**src/rtl/dcs_consts.svh**
```systemverilog
// Constants for the drive command and feedback word block
`ifndef DCS_CONSTS_SVH
`define DCS_CONSTS_SVH
// =====================================================================
// Command word bit positions
`define DCS_CMD_ON 0
`define DCS_CMD_COAST_REL 1
`define DCS_CMD_QUICK_REL 2
`define DCS_CMD_OP_EN 3
`define DCS_CMD_RAMP_RUN 5
`define DCS_CMD_SETP_EN 6
`define DCS_CMD_FAULT_ACK 7
`define DCS_CMD_CTRL_EN 10
`define DCS_CMD_TORQUE_EN 11
`define DCS_CMD_DIR_INV 12
`define DCS_CMD_POS_START 13
// Bits the master must keep at zero
`define DCS_CMD_UNUSED_MASK 16'hc310
// =====================================================================
// Feedback word bit positions
`define DCS_FB_READY_SW 0
`define DCS_FB_STANDBY 1
`define DCS_FB_OP_EN 2
`define DCS_FB_FAULT 3
`define DCS_FB_COAST_REL 4
`define DCS_FB_QUICK_REL 5
`define DCS_FB_INHIBIT 6
`define DCS_FB_WARN 7
`define DCS_FB_CTRL_REQ 9
// =====================================================================
// Reset values and timing
`define DCS_CMD_RESET 16'h0000
`define DCS_FB_RESET 16'h0000
`define DCS_CLK_MHZ 125
`define DCS_ACK_HOLD_MS 20
`define DCS_ACK_HOLD_CYC (`DCS_ACK_HOLD_MS * 1000 * `DCS_CLK_MHZ)
`endif

```
**src/rtl/dcs_pkg.sv**
```systemverilog
// Types shared by the drive command and feedback word block
package dcs_pkg;
    // =================================================================
    // Drive states, one-hot
    typedef enum logic [4:0] {
        DCS_ST_INHIBIT = 5'b00001,
        DCS_ST_READY = 5'b00010,
        DCS_ST_STANDBY = 5'b00100,
        DCS_ST_OPER = 5'b01000,
        DCS_ST_STOPPING = 5'b10000
    } dcs_state_t;
    typedef logic [15:0] dcs_word_t;
endpackage

```
**src/rtl/dcs_word_ctrl.sv**
```systemverilog
// Drive command word decoder and feedback word builder
`include "dcs_consts.svh"

module dcs_word_ctrl #(
    parameter int ACK_HOLD_CYC = `DCS_ACK_HOLD_CYC,
    parameter bit NEW_REVISION = 1'b1,
    parameter int FAULT_W = 16
) (
    input wire logic clk_sys,
    input wire logic arst_n,
    input wire logic telegram_strobe,
    input wire dcs_pkg::dcs_word_t drive_command_word,
    input wire dcs_pkg::dcs_word_t speed_setpoint_word,
    input wire dcs_pkg::dcs_word_t target_torque_word,
    input wire logic net_mode,
    input wire logic master_run,
    input wire logic speed_ctrl,
    input wire logic pos_ctrl,
    input wire logic auto_restart,
    input wire logic net_speed_source,
    input wire logic fault_event,
    input wire logic fault_severe,
    input wire logic [FAULT_W-1:0] fault_code,
    input wire logic warning_active,
    input wire logic drive_reset,
    input wire logic ext_shutoff,
    input wire logic decel_done,
    output dcs_pkg::dcs_word_t drive_feedback_word,
    output dcs_pkg::dcs_word_t speed_command,
    output dcs_pkg::dcs_word_t torque_command,
    output logic start_cmd,
    output logic reverse_cmd,
    output logic shutoff_cmd,
    output logic quick_stop_cmd,
    output logic ramp_hold,
    output logic freq_update_hold,
    output logic pos_start_cmd,
    output logic fault_clear,
    output logic [FAULT_W-1:0] fault_number_record
);
    import dcs_pkg::*;

    // =================================================================
    // Command word capture
    dcs_word_t cmd_reg;
    logic ctrl_en;
    logic on_b, coast_rel, quick_rel, op_en, ramp_run, setp_en, ack_b;
    logic trq_en, dir_inv, pos_b;
    dcs_state_t state_reg, state_next;
    logic fault_reg, severe_reg;
    logic ack_prev_reg;
    logic [31:0] ack_cnt_reg;
    logic ack_armed_reg;
    logic ack_done;
    logic force_inhibit;

    // Unused bits are masked so a careless master cannot steer anything
    always_ff @(posedge clk_sys or negedge arst_n) begin
        if (!arst_n) begin
            cmd_reg <= `DCS_CMD_RESET;
        end else if (telegram_strobe) begin
            cmd_reg <= drive_command_word & ~`DCS_CMD_UNUSED_MASK;
        end
    end

    // Whole word is ignored while bit 10 is low; bits read as idle
    assign ctrl_en = cmd_reg[`DCS_CMD_CTRL_EN] && net_mode;
    assign on_b = ctrl_en && cmd_reg[`DCS_CMD_ON];
    assign coast_rel = !ctrl_en || cmd_reg[`DCS_CMD_COAST_REL];
    assign quick_rel = !ctrl_en || cmd_reg[`DCS_CMD_QUICK_REL];
    assign op_en = ctrl_en && cmd_reg[`DCS_CMD_OP_EN];
    assign ramp_run = !ctrl_en || cmd_reg[`DCS_CMD_RAMP_RUN];
    assign setp_en = ctrl_en && cmd_reg[`DCS_CMD_SETP_EN];
    assign ack_b = ctrl_en && cmd_reg[`DCS_CMD_FAULT_ACK];
    assign trq_en = ctrl_en && cmd_reg[`DCS_CMD_TORQUE_EN];
    assign dir_inv = ctrl_en && cmd_reg[`DCS_CMD_DIR_INV];
    assign pos_b = ctrl_en && cmd_reg[`DCS_CMD_POS_START];

    // =================================================================
    // Fault acknowledge: rising edge arms, 20 ms of high level fires
    always_ff @(posedge clk_sys or negedge arst_n) begin
        if (!arst_n) begin
            ack_prev_reg <= 1'b0;
            ack_armed_reg <= 1'b0;
            ack_cnt_reg <= 32'h0000_0000;
        end else begin
            ack_prev_reg <= ack_b;
            if (!ack_b) begin
                ack_armed_reg <= 1'b0;
                ack_cnt_reg <= 32'h0000_0000;
            end else if (!ack_prev_reg) begin
                ack_armed_reg <= 1'b1;
                ack_cnt_reg <= 32'h0000_0001;
            end else if (ack_armed_reg && ack_cnt_reg < ACK_HOLD_CYC[31:0]) begin
                ack_cnt_reg <= ack_cnt_reg + 32'h0000_0001;
            end else if (ack_done) begin
                ack_armed_reg <= 1'b0; // One clear per edge
            end
        end
    end
    // The bit must still stand when the clear fires, not only while counting
    assign ack_done = ack_armed_reg && ack_b && ack_cnt_reg >= ACK_HOLD_CYC[31:0];

    // =================================================================
    // Fault latch; a new fault wins over an acknowledge in the same cycle
    always_ff @(posedge clk_sys or negedge arst_n) begin
        if (!arst_n) begin
            fault_reg <= 1'b0;
            severe_reg <= 1'b0;
            fault_number_record <= '0;
        end else if (fault_event) begin
            fault_reg <= 1'b1;
            severe_reg <= severe_reg | fault_severe;
            fault_number_record <= fault_code;
        end else if (drive_reset) begin
            fault_reg <= 1'b0;
            severe_reg <= 1'b0;
            fault_number_record <= '0;
        end else if (ack_done && !severe_reg) begin
            fault_reg <= 1'b0;
            fault_number_record <= '0;
        end
    end

    always_ff @(posedge clk_sys or negedge arst_n) begin
        if (!arst_n) begin
            fault_clear <= 1'b0;
        end else begin
            fault_clear <= ack_done && !severe_reg && !fault_event;
        end
    end

    // =================================================================
    // Drive state sequence
    assign force_inhibit = fault_reg || !net_mode ||
                           (!master_run && state_reg == DCS_ST_OPER);

    always_comb begin
        state_next = state_reg;
        case (state_reg)
            DCS_ST_INHIBIT: begin
                if (coast_rel && quick_rel && !on_b) state_next = DCS_ST_READY;
            end
            DCS_ST_READY: begin
                if (!coast_rel || !quick_rel) state_next = DCS_ST_INHIBIT;
                else if (on_b) state_next = DCS_ST_STANDBY;
            end
            DCS_ST_STANDBY: begin
                if (!coast_rel || !quick_rel) state_next = DCS_ST_INHIBIT;
                else if (!on_b) state_next = DCS_ST_READY;
                else if (op_en && !ext_shutoff) state_next = DCS_ST_OPER;
            end
            DCS_ST_OPER: begin
                if (!coast_rel) state_next = DCS_ST_INHIBIT;
                else if (!quick_rel || !on_b) state_next = DCS_ST_STOPPING;
                else if (!op_en) state_next = DCS_ST_STANDBY;
            end
            DCS_ST_STOPPING: begin
                if (!coast_rel) state_next = DCS_ST_INHIBIT;
                else if (decel_done) state_next = quick_rel ? DCS_ST_READY : DCS_ST_INHIBIT;
            end
            default: state_next = DCS_ST_INHIBIT;
        endcase
        if (force_inhibit) state_next = DCS_ST_INHIBIT;
    end

    always_ff @(posedge clk_sys or negedge arst_n) begin
        if (!arst_n) begin
            state_reg <= DCS_ST_INHIBIT;
        end else begin
            state_reg <= state_next;
        end
    end

    // =================================================================
    // Drive commands
    always_ff @(posedge clk_sys or negedge arst_n) begin
        if (!arst_n) begin
            start_cmd <= 1'b0;
            shutoff_cmd <= 1'b1;
            quick_stop_cmd <= 1'b0;
            ramp_hold <= 1'b0;
            freq_update_hold <= 1'b0;
            pos_start_cmd <= 1'b0;
        end else begin
            start_cmd <= state_reg == DCS_ST_OPER;
            shutoff_cmd <= !coast_rel || state_reg == DCS_ST_INHIBIT ||
                           state_reg == DCS_ST_READY;
            quick_stop_cmd <= !quick_rel;
            // Freeze is meaningless without a start or mid restart
            if (speed_ctrl && state_reg == DCS_ST_OPER && !auto_restart && !ramp_run) begin
                ramp_hold <= NEW_REVISION || net_speed_source;
                freq_update_hold <= !NEW_REVISION && net_speed_source;
            end else begin
                ramp_hold <= 1'b0;
                freq_update_hold <= 1'b0;
            end
            pos_start_cmd <= pos_b && pos_ctrl && state_reg == DCS_ST_OPER;
        end
    end

    // Setpoint and torque paths; direction follows sign, optionally inverted
    always_ff @(posedge clk_sys or negedge arst_n) begin
        if (!arst_n) begin
            speed_command <= 16'h0000;
            torque_command <= 16'h0000;
            reverse_cmd <= 1'b0;
        end else begin
            speed_command <= setp_en ? speed_setpoint_word : 16'h0000;
            torque_command <= trq_en ? target_torque_word : 16'h0000;
            reverse_cmd <= setp_en && (speed_setpoint_word[15] ^ dir_inv);
        end
    end

    // =================================================================
    // Feedback word, refreshed with each telegram exchange
    always_ff @(posedge clk_sys or negedge arst_n) begin
        if (!arst_n) begin
            drive_feedback_word <= `DCS_FB_RESET;
        end else if (telegram_strobe) begin
            drive_feedback_word <= 16'h0000;
            drive_feedback_word[`DCS_FB_READY_SW] <= state_reg == DCS_ST_READY;
            drive_feedback_word[`DCS_FB_STANDBY] <= state_reg == DCS_ST_STANDBY;
            drive_feedback_word[`DCS_FB_OP_EN] <= state_reg == DCS_ST_OPER;
            drive_feedback_word[`DCS_FB_FAULT] <= fault_reg;
            drive_feedback_word[`DCS_FB_COAST_REL] <= coast_rel;
            drive_feedback_word[`DCS_FB_QUICK_REL] <= quick_rel;
            drive_feedback_word[`DCS_FB_INHIBIT] <= state_reg == DCS_ST_INHIBIT;
            drive_feedback_word[`DCS_FB_WARN] <= warning_active;
            drive_feedback_word[`DCS_FB_CTRL_REQ] <= ctrl_en;
        end
    end

    // =================================================================
    // Checks
    // Independent count of how long the acknowledge bit has stood high
    logic [31:0] ack_run_reg;
    always_ff @(posedge clk_sys or negedge arst_n) begin
        if (!arst_n) begin
            ack_run_reg <= 32'h0000_0000;
        end else if (!ack_b) begin
            ack_run_reg <= 32'h0000_0000;
        end else if (ack_run_reg != 32'hffff_ffff) begin
            ack_run_reg <= ack_run_reg + 32'h0000_0001;
        end
    end

    property p_unused_zero;
        @(posedge clk_sys) disable iff (!arst_n)
        (drive_feedback_word & 16'hfd00) == 16'h0000;
    endproperty
    a_unused_zero: assert property (p_unused_zero)
        else $error("unused feedback bit set");

    property p_refresh;
        @(posedge clk_sys) disable iff (!arst_n)
        telegram_strobe |=> drive_feedback_word[`DCS_FB_FAULT] == $past(fault_reg);
    endproperty
    a_refresh: assert property (p_refresh)
        else $error("feedback not refreshed");

    property p_torque_zero;
        @(posedge clk_sys) disable iff (!arst_n)
        !trq_en |=> torque_command == 16'h0000;
    endproperty
    a_torque_zero: assert property (p_torque_zero)
        else $error("torque not forced zero");

    property p_setp_zero;
        @(posedge clk_sys) disable iff (!arst_n)
        !setp_en |=> speed_command == 16'h0000 && !reverse_cmd;
    endproperty
    a_setp_zero: assert property (p_setp_zero)
        else $error("setpoint not forced zero");

    property p_fault_set;
        @(posedge clk_sys) disable iff (!arst_n)
        fault_event |=> fault_reg ##1 state_reg == DCS_ST_INHIBIT;
    endproperty
    a_fault_set: assert property (p_fault_set)
        else $error("fault did not inhibit");

    property p_severe_kept;
        @(posedge clk_sys) disable iff (!arst_n)
        severe_reg && !drive_reset && !fault_event |=> $stable(fault_reg) || fault_reg;
    endproperty
    a_severe_kept: assert property (p_severe_kept)
        else $error("severe fault cleared");

    property p_ack_time;
        @(posedge clk_sys) disable iff (!arst_n)
        ack_done |-> ack_run_reg >= ACK_HOLD_CYC[31:0];
    endproperty
    a_ack_time: assert property (p_ack_time)
        else $error("acknowledge too early");

    property p_pos_start;
        @(posedge clk_sys) disable iff (!arst_n)
        pos_start_cmd |-> $past(pos_ctrl) && $past(state_reg == DCS_ST_OPER);
    endproperty
    a_pos_start: assert property (p_pos_start)
        else $error("positioning start out of state");

    property p_quick;
        @(posedge clk_sys) disable iff (!arst_n)
        (ctrl_en && !cmd_reg[`DCS_CMD_QUICK_REL]) |=> quick_stop_cmd;
    endproperty
    a_quick: assert property (p_quick)
        else $error("quick stop missed");

    property p_ignore;
        @(posedge clk_sys) disable iff (!arst_n)
        !ctrl_en ##1 !ctrl_en |=> !start_cmd;
    endproperty
    a_ignore: assert property (p_ignore)
        else $error("word acted on while disabled");

    property p_fb_hold;
        @(posedge clk_sys) disable iff (!arst_n)
        !telegram_strobe |=> $stable(drive_feedback_word);
    endproperty
    a_fb_hold: assert property (p_fb_hold)
        else $error("feedback changed between telegrams");

    property p_record;
        @(posedge clk_sys) disable iff (!arst_n)
        fault_event |=> fault_number_record == $past(fault_code);
    endproperty
    a_record: assert property (p_record)
        else $error("fault code not recorded");

    property p_clear_once;
        @(posedge clk_sys) disable iff (!arst_n)
        fault_clear |=> !fault_clear;
    endproperty
    a_clear_once: assert property (p_clear_once)
        else $error("fault cleared twice for one edge");
endmodule // dcs_word_ctrl

```
**config.mk**
```make
export PLATFORM = sky130hd
export DESIGN_NAME = dcs_word_ctrl
export DESIGN_NICKNAME = d
export VERILOG_FILES = /design/src/rtl/dcs_pkg.sv /design/src/rtl/dcs_word_ctrl.sv
export VERILOG_INCLUDE_DIRS = /design/src /design/src/rtl
export SDC_FILE = /design/constraint.sdc
export NUM_CORES = 1
export LEC_CHECK = 0
export ABC_CLOCK_PERIOD_IN_PS = 3000
export BUFFER_PORTS_ARGS = -buffer_cell sky130_fd_sc_hd__buf_2
export CAP_MARGIN = 20
export CORE_ASPECT_RATIO = 1.5
export CORE_MARGIN = 5
export CORE_UTILIZATION = 28
export DETAILED_ROUTE_END_ITERATION = 16
export HOLD_SLACK_MARGIN = 0.12
export PLACE_DENSITY = 0.56
export SYNTH_ARGS = -nofsm -noshare
export SYNTH_HDL_FRONTEND = slang
export SYNTH_SLANG_ARGS = --single-unit
```
**constraint.sdc**
```tcl
create_clock -name clk_sys -period 3 [get_ports clk_sys]
set_clock_uncertainty 0.2 [all_clocks]
set_input_delay 0.15 -clock clk_sys [delete_from_list [all_inputs] [get_ports clk_sys]]
set_output_delay 0.15 -clock clk_sys [all_outputs]
set_load 0.02 [all_outputs]
```
==> flow_summary.yaml <==
critical_path:
  cp_num_buf_inv: 0
  arrival_ns: 2.74
  path_class: "reg -> reg"
  worst-r2r-cell-count: 4
  cp_max_fo: 35
  r2r-start: "ack_cnt_reg[20]"
  crit_chain: "nor4_1 > o311a_4 > o2111ai_2 > a32o_1"
  critical-path-top-delay-family: "compound AO/OA/AOI/OAI gates"
  worstSetupEndpointType: "register"
  slowest_delay_ns: 0.52
  startpoint: "ack_cnt_reg[20]"
  critical_path_depth: 4
  required_worst_endpoint_ns: 3.09
  reg2reg_setup_slack_ns: 0.35
  termination_of_the_worst_setup_path: "fault_number_record[4]"
  cp_max_stage_cell: "sky130_fd_sc_hd__o311a_4"
  start_kind: "register"
  r2r_end: "fault_number_record[4]"
detailed_routing:
  first_iter_violations: 240
  wl_met2_um: 6920
  totalWireLength_um: 12800
  wirelength_met1_um: 5020
  detail_route.drc_violations: 0
  first_pass_iters: 4
  detailroute.wirelength.met3_um: 653
  antenna_violating_nets_post_route: 0
  routed_wl_per_cell_um: 14.7
  avgViaCountPerCell: 4.79
  routed.top_layer: "met4"
  detailroute.via_count: 4159
sta:
  final_worst_path_period_share_pct: 88.3
  finalWorstPathRequiredPeriod_ns: 2.65
  timing.final.ws_setup_ns: 0.351
  finalSetupViolCount: 0
  final-max-slew-violation-count: 0
  fmax_mhz: 377
  worst_slew_pin_slew_ns: 0.844
  timing.final.hold_violations: 0
  whs_ns: 0.121
  slew-limit-headroom_pct: 43.8
  rsz0062_at_grt: "false"
  finalSetupTns_ns: 0
logic_synthesis:
  yosysTopAreaCellShare_pct: 57.3
  syn_avg_cell_area_sq_um: 11.6
  synth_cells: 429
  yosysMostFrequentCell: "sky130_fd_sc_hd__dfrtp_1"
  synthDistinctLibCells: 49
  synth-async-reset-ratio_pct: 100
  synth_top_cells_by_area: "sky130_fd_sc_hd__dfrtp_1, sky130_fd_sc_hd__and2_1, sky130_fd_sc_hd__a32o_1, sky130_fd_sc_hd__mux2_2, sky130_fd_sc_hd__o31ai_1"
  yosys_warnings: 0
  synth_enable_flop_cells: 0
  synth_top_area_cell: "sky130_fd_sc_hd__dfrtp_1"
  netlist_top_cells_count: "sky130_fd_sc_hd__dfrtp_1, sky130_fd_sc_hd__and2_1, sky130_fd_sc_hd__a21oi_1"
  netlist_area_pre_place_sq_mm: 0.00498
  postSynth.topFlopCell: "sky130_fd_sc_hd__dfrtp_1"
  register_bit_total_from_synthesis: 116
  yosysSeqAreaShare_pct: 58.4
power_and_ir_drop:
  power.sequential.fraction_pct: 41.7
  share_clk_of_total_power_pct: 48.0
  comb_power_share_pct: 10.2
  cellPowerDensity_mw_per_mm2: 558
  sw_pwr_mw: 1.02
  internal_power_mw: 2.99
  p_sw_share_pct: 25.4
  final_power_mw: 4.00
  vdd_ir_drop_max_mv: 0.439
  power.leakage_nw: 3.43
grt:
  globalRouteOverflowTotal: 0
  antenna_violations_before_repair: 0
  grt_start_max_net_pins: 51
  wire_length_of_the_first_global_routing_pass_um: 21400
  grt_pass1_vias: 4398
  grt_use_total_pct: 12.6
placement:
  dpl_worst_slack_ns: 0.371
  gp_routability_congestion: 0.776
  io_buffer_count: 136
  detailed_place_hpwl_um: 8670
  postPlaceCellArea_sq_mm: 0.00585
die:
  num_io_pins: 151
  row_cnt: 59
  core_area_sq_mm: 0.0174
  die_width_um: 119
  die-height_um: 173
  initial_utilization_pct: 28.6
  floorplan.die_area_sq_mm: 0.0206
finish:
  nets: 723
  final_cell_area_sq_mm: 0.00717
  antenna_cells_inserted: 0
  fillerInstances: 1666
  areaGrowthSynthToFinish_pct: 44.1
  largest_register_ff_count: 32
  post_route_cells_drive_above_1_share_pct: 30.5
status:
  status: "finished, final reports clean"
clock_network:
  worstSkewPairLatency_ns: 0.41
  h-tree-depth: 4
  clkSinkCount: 116
  post_cts_setup_inserts: 0
  clkTransAtPathRegs_ns: 0.06
  clk_root_buffer_cell: "sky130_fd_sc_hd__clkbuf_16"
  clk_path_buf_depth: 2
  tritoncts.num_buffers: 17
  cts_tree: "yes"
hold_path:
  worstHoldPathType: "in -> async"
job:
  drv_cap: 0
## final cells by class
cell class                 instances  area, sq um  share of cell area, %
sequential                       116         2910                   40.5
tap                              213          267                   3.72
timing repair buffer             218         1500                   20.9
clock inverter                    14          139                   1.94
clock buffer                      18          429                   5.99
multi-input combinational        274         1870                   26.1
inverter                          15         56.3                  0.785
## repair_timing
item | 4_1_cts | 5_1_grt
hold buffers | 74 | 0
endpoints found under the setup margin | 0 | 0
resized for setup | 0 | 0
endpoints found under the hold margin | 173 | 0
## through the flow
step,util (%),instances
2_1_floorplan,-,436
3_3_place_gp,33.6,761
3_5_place_dp,33.6,761
4_1_cts,41.1,867
5_1_grt,41.2,868
6_report,41.2,868
## worst min-delay path by stage
stage / start / endpoint / slack [ns] / depth (start not counted)
5_1_grt: ext_shutoff / state_reg[0] / 0.17 / 5
6_report: arst_n / torque_command[15] / 0.12 / 2
4_1_cts: arst_n / torque_command[0] / 0.14 / 2
2_1_floorplan: arst_n / ack_armed_reg / -0.35 / 0
3_3_place_gp: arst_n / torque_command[0] / 0.01 / 1
3_5_place_dp: arst_n / torque_command[0] / 0.02 / 1
## kinds of logic after synthesis
family | after synthesis | synth area share (%)
AOI/OAI and AO/OA | 88 | 13.9
xor gates and xnor gates | 3 | 0.528
adders and majority gates | 2 | 0.503
buffers and inverters | 46 | 4.50
DFF | 116 | 58.4
muxes | 22 | 4.83
other | 1 | 0.0754
and+or+nand+nor | 151 | 17.3
## cell usage in the layout, fill, tap and decap left out, types with 4 or more instances in the layout
master                          netlist  final
sky130_fd_sc_hd__nand3b_1             4      4
sky130_fd_sc_hd__buf_4                8      7
sky130_fd_sc_hd__and3_1               8      8
sky130_fd_sc_hd__mux2_2              16     16
sky130_fd_sc_hd__mux2i_1              6      6
sky130_fd_sc_hd__nand4_1              9      9
sky130_fd_sc_hd__nand2_1             19     19
sky130_fd_sc_hd__conb_1               1      8
sky130_fd_sc_hd__nand3_1             11     11
sky130_fd_sc_hd__a21oi_1             22     22
sky130_fd_sc_hd__and2_1              46     46
sky130_fd_sc_hd__clkbuf_16            0     17
sky130_fd_sc_hd__dfrtp_1            114    114
sky130_fd_sc_hd__inv_1               14     14
sky130_fd_sc_hd__or4_1               15     15
sky130_fd_sc_hd__o31ai_1             16     16
sky130_fd_sc_hd__nor3_1               5      5
sky130_fd_sc_hd__nor2_1              18     18
sky130_fd_sc_hd__buf_2                5    135
sky130_fd_sc_hd__a32o_1              18     18
sky130_fd_sc_hd__dlygate4sd3_1        0     74
sky130_fd_sc_hd__o21ai_0              8      8
sky130_fd_sc_hd__nor4_1               6      6
sky130_fd_sc_hd__inv_6                0      8
## power groups by stage
stage | sequential, mW | clock (mW) | combinational [mW]
floorplan | 1.75 | 0 | 0.131
global placement | 1.70 | 0 | 0.331
detailed placement | 1.70 | 0 | 0.338
CTS | 1.67 | 1.97 | 0.414
global route | 1.68 | 2.04 | 0.449
finish | 1.67 | 1.92 | 0.409
## layer usage
layer | vias up | track usage [%]
met4 | 0 | 5.36
met3 | 14 | 3.36
met2 | 129 | 22.2
met5 | - | 0
met1 | 2037 | 14.3
li1 | 1979 | -
No activity file was read; power rests on OpenSTA's default activity.
